===== src/common/exec_slice_pkg.sv =====
// Purpose: constants for the partial instruction execution slice
// Assumes: 12-bit instruction words, 8-bit data, 11-bit program counter
// Notes: opcode patterns are compared after masking the operand fields
package exec_slice_pkg;
  localparam int INSTR_W = 12;
  localparam int DATA_W = 8;
  localparam int PC_W = 11;
  localparam int FADDR_W = 5;
  localparam int JUMP_K_W = 9;
  localparam int PAGE_W = 2;
  localparam int PAGE_LO = 5;
  localparam int PAGE_HI = 6;
  localparam int DEST_BIT = 5;
  localparam int OSC_PER_CYCLE = 4;
  localparam logic [1:0] PHASE_LAST = 2'(OSC_PER_CYCLE - 1);
  localparam logic [INSTR_W-1:0] MASK_BYTE_OP = 12'hFC0;
  localparam logic [INSTR_W-1:0] MASK_JUMP = 12'hE00;
  localparam logic [INSTR_W-1:0] MASK_LIT = 12'hF00;
  localparam logic [INSTR_W-1:0] PAT_DEC = 12'h0C0;
  localparam logic [INSTR_W-1:0] PAT_DEC_SKIP = 12'h2C0;
  localparam logic [INSTR_W-1:0] PAT_OR_REG = 12'h100;
  localparam logic [INSTR_W-1:0] PAT_COPY = 12'h200;
  localparam logic [INSTR_W-1:0] PAT_JUMP = 12'hA00;
  localparam logic [INSTR_W-1:0] PAT_OR_LIT = 12'hD00;
  localparam logic [INSTR_W-1:0] PAT_LOAD_LIT = 12'hC00;
  localparam logic [DATA_W-1:0] DATA_ONE = 8'h01;
  localparam logic [DATA_W-1:0] DATA_ZERO = 8'h00;
  localparam logic [DATA_W-1:0] W_RESET = 8'h00;
  typedef enum logic [1:0] {EX_RUN, EX_FLUSH} exec_state_e;
endpackage


===== src/rtl/exec_slice.sv =====
// Purpose: executes one slice of the 12-bit instruction set
// Assumes: register file read is combinational via REG_ADDR/REG_RDATA
// Notes: other opcodes retire as one-cycle no-operations here
// Function
// - decrement register, result to working reg or register, zero flag updated.
// - decrement and skip if zero, no flags; zero result flushes next, two cycles.
// - jump loads 9-bit immediate into pc<8:0>, status<6:5> into pc<10:9>.
// - every unconditional jump takes two instruction cycles.
// - or working register with 8-bit literal into working reg, zero flag updated.
// - or working register with register, to selected destination, zero flag updated.
// - copy register to selected destination, zero flag updated in both cases.
// - instruction cycle is four clocks; skips and pc changes take two cycles.
`timescale 1ns/10ps
module exec_slice
  import exec_slice_pkg::*;
(
  input wire logic CLOCK,
  input wire logic SYS_RST,
  input wire logic [exec_slice_pkg::INSTR_W-1:0] INSTR,
  input wire logic [exec_slice_pkg::DATA_W-1:0] REG_RDATA,
  input wire logic [exec_slice_pkg::DATA_W-1:0] STATUS_IN,
  output logic [exec_slice_pkg::FADDR_W-1:0] REG_ADDR,
  output logic REG_WE,
  output logic [exec_slice_pkg::DATA_W-1:0] REG_WDATA,
  output logic [exec_slice_pkg::DATA_W-1:0] W_OUT,
  output logic ZERO_WE,
  output logic ZERO_VAL,
  output logic PC_LOAD,
  output logic [exec_slice_pkg::PC_W-1:0] PC_TARGET,
  output logic CYCLE_END,
  output logic INSTR_TAKE,
  output logic FLUSH
);
  import exec_slice_pkg::*;

  // ==========================================================
  // phase divider
  // ==========================================================
  logic [1:0] phase_q;
  logic [1:0] phase_d;
  logic cyc_end;
  // four clocks per instruction cycle; the last phase is the execute strobe
  always_comb begin
    phase_d = (phase_q == PHASE_LAST) ? 2'h0 : phase_q + 2'h1;
  end
  always_ff @(posedge CLOCK) begin
    if (SYS_RST) begin
      phase_q <= 2'h0;
    end else begin
      phase_q <= phase_d;
    end
  end
  // one-cycle enable; nothing else divides the clock
  assign cyc_end = (phase_q == PHASE_LAST);
  assign CYCLE_END = cyc_end;

  // ==========================================================
  // decode
  // ==========================================================
  function automatic logic is_op(input logic [INSTR_W-1:0] ins,
                                 input logic [INSTR_W-1:0] mask,
                                 input logic [INSTR_W-1:0] pat);
    return (ins & mask) == pat;
  endfunction

  // both decrement forms share this; wraps from zero to all ones
  function automatic logic [DATA_W-1:0] minus_one(input logic [DATA_W-1:0] v);
    return v - DATA_ONE;
  endfunction

  function automatic logic is_zero(input logic [DATA_W-1:0] v);
    return v == DATA_ZERO;
  endfunction

  logic decrement_register_op;
  logic decrement_skip_if_null_op;
  logic unconditional_jump_op;
  logic or_literal_op;
  logic or_register_op;
  logic copy_register_op;
  logic load_literal_op;
  logic dest_reg;
  logic [DATA_W-1:0] lit;
  // patterns are disjoint, so at most one op flag is high
  assign decrement_register_op = is_op(INSTR, MASK_BYTE_OP, PAT_DEC);
  assign decrement_skip_if_null_op = is_op(INSTR, MASK_BYTE_OP, PAT_DEC_SKIP);
  assign or_register_op = is_op(INSTR, MASK_BYTE_OP, PAT_OR_REG);
  assign copy_register_op = is_op(INSTR, MASK_BYTE_OP, PAT_COPY);
  assign unconditional_jump_op = is_op(INSTR, MASK_JUMP, PAT_JUMP);
  assign or_literal_op = is_op(INSTR, MASK_LIT, PAT_OR_LIT);
  assign load_literal_op = is_op(INSTR, MASK_LIT, PAT_LOAD_LIT);

  assign dest_reg = INSTR[DEST_BIT];
  assign lit = INSTR[DATA_W-1:0];
  // register address is the low operand field for every byte op
  assign REG_ADDR = INSTR[FADDR_W-1:0];

  // ==========================================================
  // execute and flush sequencing
  // ==========================================================
  exec_state_e state_q;
  exec_state_e state_d;
  logic [DATA_W-1:0] w_q;
  logic [DATA_W-1:0] w_d;
  // result feeds every write path, so it settles once per cycle
  logic [DATA_W-1:0] result;
  logic active;
  logic wr_w;
  logic wr_f;
  logic set_z;
  logic pc_chg;

  always_comb begin
    result = DATA_ZERO;
    wr_w = 1'b0;
    wr_f = 1'b0;
    set_z = 1'b0;
    pc_chg = 1'b0;
    active = cyc_end && (state_q == EX_RUN);
    // unknown words fall through with every strobe low, retiring as a no-op
    if (decrement_register_op) begin
      result = minus_one(REG_RDATA);
      wr_w = !dest_reg;
      wr_f = dest_reg;
      set_z = 1'b1;
    end else if (decrement_skip_if_null_op) begin
      result = minus_one(REG_RDATA);
      wr_w = !dest_reg;
      wr_f = dest_reg;
      pc_chg = is_zero(result);
    end else if (or_register_op) begin
      result = w_q | REG_RDATA;
      wr_w = !dest_reg;
      wr_f = dest_reg;
      set_z = 1'b1;
    end else if (copy_register_op) begin
      result = REG_RDATA;
      wr_w = !dest_reg;
      wr_f = dest_reg;
      set_z = 1'b1;
    end else if (or_literal_op) begin
      result = w_q | lit;
      wr_w = 1'b1;
      set_z = 1'b1;
    end else if (load_literal_op) begin
      result = lit;
      wr_w = 1'b1;
    end else if (unconditional_jump_op) begin
      pc_chg = 1'b1;
    end
  end

  // ==========================================================
  // flush sequencing
  // ==========================================================
  always_comb begin
    state_d = state_q;
    unique case (state_q)
      EX_RUN: begin
        // the already fetched word is discarded in the flush cycle
        if (active && pc_chg) begin
          state_d = EX_FLUSH;
        end
      end
      EX_FLUSH: begin
        if (cyc_end) begin
          state_d = EX_RUN;
        end
      end
      default: begin
        // a two-bit code has two unused values; recover to run
        state_d = EX_RUN;
      end
    endcase
  end
  always_ff @(posedge CLOCK) begin
    if (SYS_RST) begin
      state_q <= EX_RUN;
    end else begin
      state_q <= state_d;
    end
  end

  // ==========================================================
  // working register
  // ==========================================================
  always_comb begin
    w_d = w_q;
    if (active && wr_w) begin
      w_d = result;
    end
  end
  always_ff @(posedge CLOCK) begin
    if (SYS_RST) begin
      w_q <= W_RESET;
    end else begin
      w_q <= w_d;
    end
  end

  // ==========================================================
  // working register and register file write
  // ==========================================================
  // strobes fire on the last phase only so the file sees one write per cycle
  assign W_OUT = w_q;
  assign REG_WE = active && wr_f;
  assign REG_WDATA = result;

  // ==========================================================
  // zero flag
  // ==========================================================
  // the flag register lives outside; skip and load leave it alone
  assign ZERO_WE = active && set_z;
  assign ZERO_VAL = is_zero(result);

  // ==========================================================
  // program counter and fetch
  // ==========================================================
  assign PC_LOAD = active && unconditional_jump_op;
  // page bits come from status so far jumps need no extra word
  assign PC_TARGET = {STATUS_IN[PAGE_HI:PAGE_LO], INSTR[JUMP_K_W-1:0]};
  // fetch drops its own word while flush stands; a skip gives no pc load
  assign INSTR_TAKE = cyc_end;
  assign FLUSH = (state_q == EX_FLUSH);
endmodule


===== config.mk =====
export PLATFORM = sky130hd
export DESIGN_NAME = exec_slice
export DESIGN_NICKNAME = d
export VERILOG_FILES = /design/src/common/exec_slice_pkg.sv /design/src/rtl/exec_slice.sv
export SDC_FILE = /design/constraint.sdc
export NUM_CORES = 1
export LEC_CHECK = 0
export BUFFER_PORTS_ARGS = -buffer_cell sky130_fd_sc_hd__buf_2
export CELL_PAD_IN_SITES_DETAIL_PLACEMENT = 1
export CELL_PAD_IN_SITES_GLOBAL_PLACEMENT = 1
export CORE_ASPECT_RATIO = 1.5
export CORE_UTILIZATION = 26
export CTS_CLUSTER_SIZE = 14
export DETAILED_ROUTE_END_ITERATION = 8
export GPL_TIMING_DRIVEN = 0
export PLACE_DENSITY = 0.82
export SLEW_MARGIN = 20
export SYNTH_ARGS = -nofsm -noshare
export SYNTH_HDL_FRONTEND = slang
export SYNTH_SLANG_ARGS = --single-unit

===== constraint.sdc =====
create_clock -name CLOCK -period 1.4 [get_ports CLOCK]
set_clock_uncertainty 0.05 [all_clocks]
set_input_delay 0.07 -clock CLOCK [delete_from_list [all_inputs] [get_ports CLOCK]]
set_output_delay 0.07 -clock CLOCK [all_outputs]
set_load 0.005 [all_outputs]

==> impl_metrics.ini <==
[critical_path]
cpLargestDelayFamily = compound AO/OA/AOI/OAI gates
worstPathRequired_ns = 1.28
crit_fanout = 4
worstSetupPathType = register to output pin
crit_chain = o21ai_0 > nand2_1 > a21oi_4 > nand2_1 > a2111oi_4 > buf_2
cp-start-kind = register
max_stage_delay_ns = 0.35
worstSetupEndpointType = output pin
cp_num_buf_inv = 1
critPathSlowestCell = dfxtp_1
crit_arrival_ns = 1.67
critPathMostFrequentCell = nand2_1

[run]
cap_violations = 0

[synth]
synth_top_area_share = 0.188
yosys-top-cells-area = dfxtp_1, a21oi_1, buf_4
synth.most_common_cell = a21oi_1
yosysUniqueCellTypes = 44
async_reset_ff_frac = 0
syn_area_per_cell_um2 = 7.40
synth_cells = 158
synth_area_mm2 = 0.00117
synthTopCellsByCount = a21oi_1, nand2_1, buf_4
synth_seq_area_share = 0.188
syn_nets = 191
ys_seq_elements = 11
synthFlopType = dfxtp_1
synth_top_area_cell = dfxtp_1
synth-edff-count = 0
synth_warnings = 0

[drt]
drt-pass1-iter-count = 6
post_drt_wl_per_cell_um = 20.2
antenna_left = 0
post_drt_via_cell_ratio = 5.42
routed_wl_mm = 6.14
first_iter_violations = 58
num_vias = 1649
drc = 2

[floorplanning]
row_count = 29
die_w_um = 56.7
die-area_mm2 = 0.00477
io_pins = 69
core-area_mm2 = 0.00428
die_h_um = 84.1
start_util = 0.273

[timing]
max_freq_mhz = 558
fin_crit_sh = 1.28
finalHoldViolCount = 0
rsz0062_at_grt = true
finalMaxSlewViolations = 0
worstMarginPinSlew_ns = 0.671
fin_crit_ns = 1.79
slew_headroom = 0.552
setup_viol = 20
worst_slack_ns = -0.394
timing.hold.ws_ns = 0.156

[finish]
syn_to_final_growth_pct = 99.9
diodes = 0
layout.nets = 292
drive_above_1_share = 0.713

[status]
status = complete, but fails checks
violations = DRC, setup timing

[clock_tree]
cts_tree = built
clock_sinks = 11
cts.clk_slew.worst_paths_ns = 0.06
clock-root-buffer = clkbuf_8
clk_path_buf_depth = 2
cts_buffers = 3
h-tree-depth = 1
clock_insertion_delay_worst_skew_ns = 0.25

[placed_design]
hpwl_mm = 3.37
gp_congestion = 0.868
portBuffers = 60

[global_route]
grt_pass1_wl_mm = 8.34
grt_max_degree = 11
grt_pass1_vias = 1644
overflow = 0
grt_usage = 0.224
grt_antenna_before_repair = 0

[hold_path]
hold_path.class = input pin to register

[power]
leakage_nw = 1.08
powerDensity_mw_per_mm2 = 511
total_power_mw = 1.19
ir_drop_uv = 390
-- routing by layer --
layer	share of wire	track usage
met2	0.54	0.395
met1	0.39	0.257
met4	0.024	0.113
met5	0	0
met3	0.046	0.0326
-- metrics by stage --
step / worst slack [ns] / area [µm²] / std cells / TNS (ns) / utilization
final: -0.394 / 2340 / 304 / -3.84 / 0.546
after global routing: -0.441 / 2340 / 304 / -5.39 / 0.546
after CTS: -0.325 / 2020 / 291 / -1.95 / 0.471
after detailed placement: -0.557 / 1550 / 264 / -6.37 / 0.361
after global placement: -0.568 / 1550 / 264 / -6.05 / 0.361
after floorplan: -0.0839 / 1190 / 158 / -0.0957 / -
-- power breakdown --
| part | internal [mW] | leakage, nW | switching [mW] |
|---|---|---|---|
| clock network | 0.197 | 0.0255 | 0.145 |
| logic | 0.263 | 0.969 | 0.253 |
| registers | 0.324 | 0.0902 | 0.00980 |
-- cell type report --
type                       count  area [µm²]
buffer                        21         159
clock buffer                   3        41.3
fill                         525        1950
timing repair buffer          98         742
multi-input combinational    119        1070
tap                           46        57.6
clock inverter                 1        5.00
sequential                    11         224
inverter                       5        38.8
-- worst reg2reg max path: stages, from the launching register on --
cell,delay [ns]
dfxtp_2,0.35
ha_4,0.15
inv_4,0.04
nor2_4,0.15
buf_6,0.14
o21a_1,0.22
buf_6,0.18
nor2_2,0.05
a211oi_2,0.16
-- sequential cells by signal (all words and copies together) (netlist names) --
| register | count |
|---|---|
| state_q | 1 |
| W_OUT | 8 |
| phase_q | 2 |
-- final timing paths --
| path | to | startpoint | cells after the start | slack, ns |
|---|---|---|---|---|
| max | ZERO_VAL | W_OUT[0] | 6 | -0.39 |
| min | state_q[0] | REG_RDATA[5] | 4 | 0.16 |
| max reg2reg | W_OUT[0] | phase_q[0] | 8 | -0.17 |
| min reg2reg | phase_q[0] | phase_q[0] | 1 | 0.40 |
-- kinds of logic after synthesis --
logic type                 count (synthesis)  synth area share
xor gates and xnor gates                   4            0.0300
AOI/OAI and AO/OA                         57             0.330
adders and majority gates                  3            0.0321
buffers and inverters                     28             0.160
DFF                                       11             0.188
and+or+nand+nor                           55             0.260
-- cells in the final DEF, fill, tap and decap left out, types with 3 or more instances in the layout --
cell type	Yosys	final
nor2_1	11	7
buf_2	2	53
buf_12	0	7
o21ai_1	6	3
a21oi_1	27	14
nand2_1	23	16
a21oi_2	3	12
nor2_2	1	3
nand2_4	0	4
a21oi_4	0	4
o21ai_2	0	4
clkbuf_8	0	3
nor4_4	1	3
nand2_2	0	3
dfxtp_1	11	8
buf_6	2	11
buf_4	17	43
dfxtp_2	0	3
-- what timing repair did --
action                     in CTS  in global routing
gates cloned                    1                  0
hold endpoints to repair        1                  0
resized for setup              62                 48
setup endpoints to repair      21                 21
setup buffers                  23                 13
hold buffers                    1                  0
pin swaps                      16                 23
Note: power is estimated with default switching activity, not from simulation.
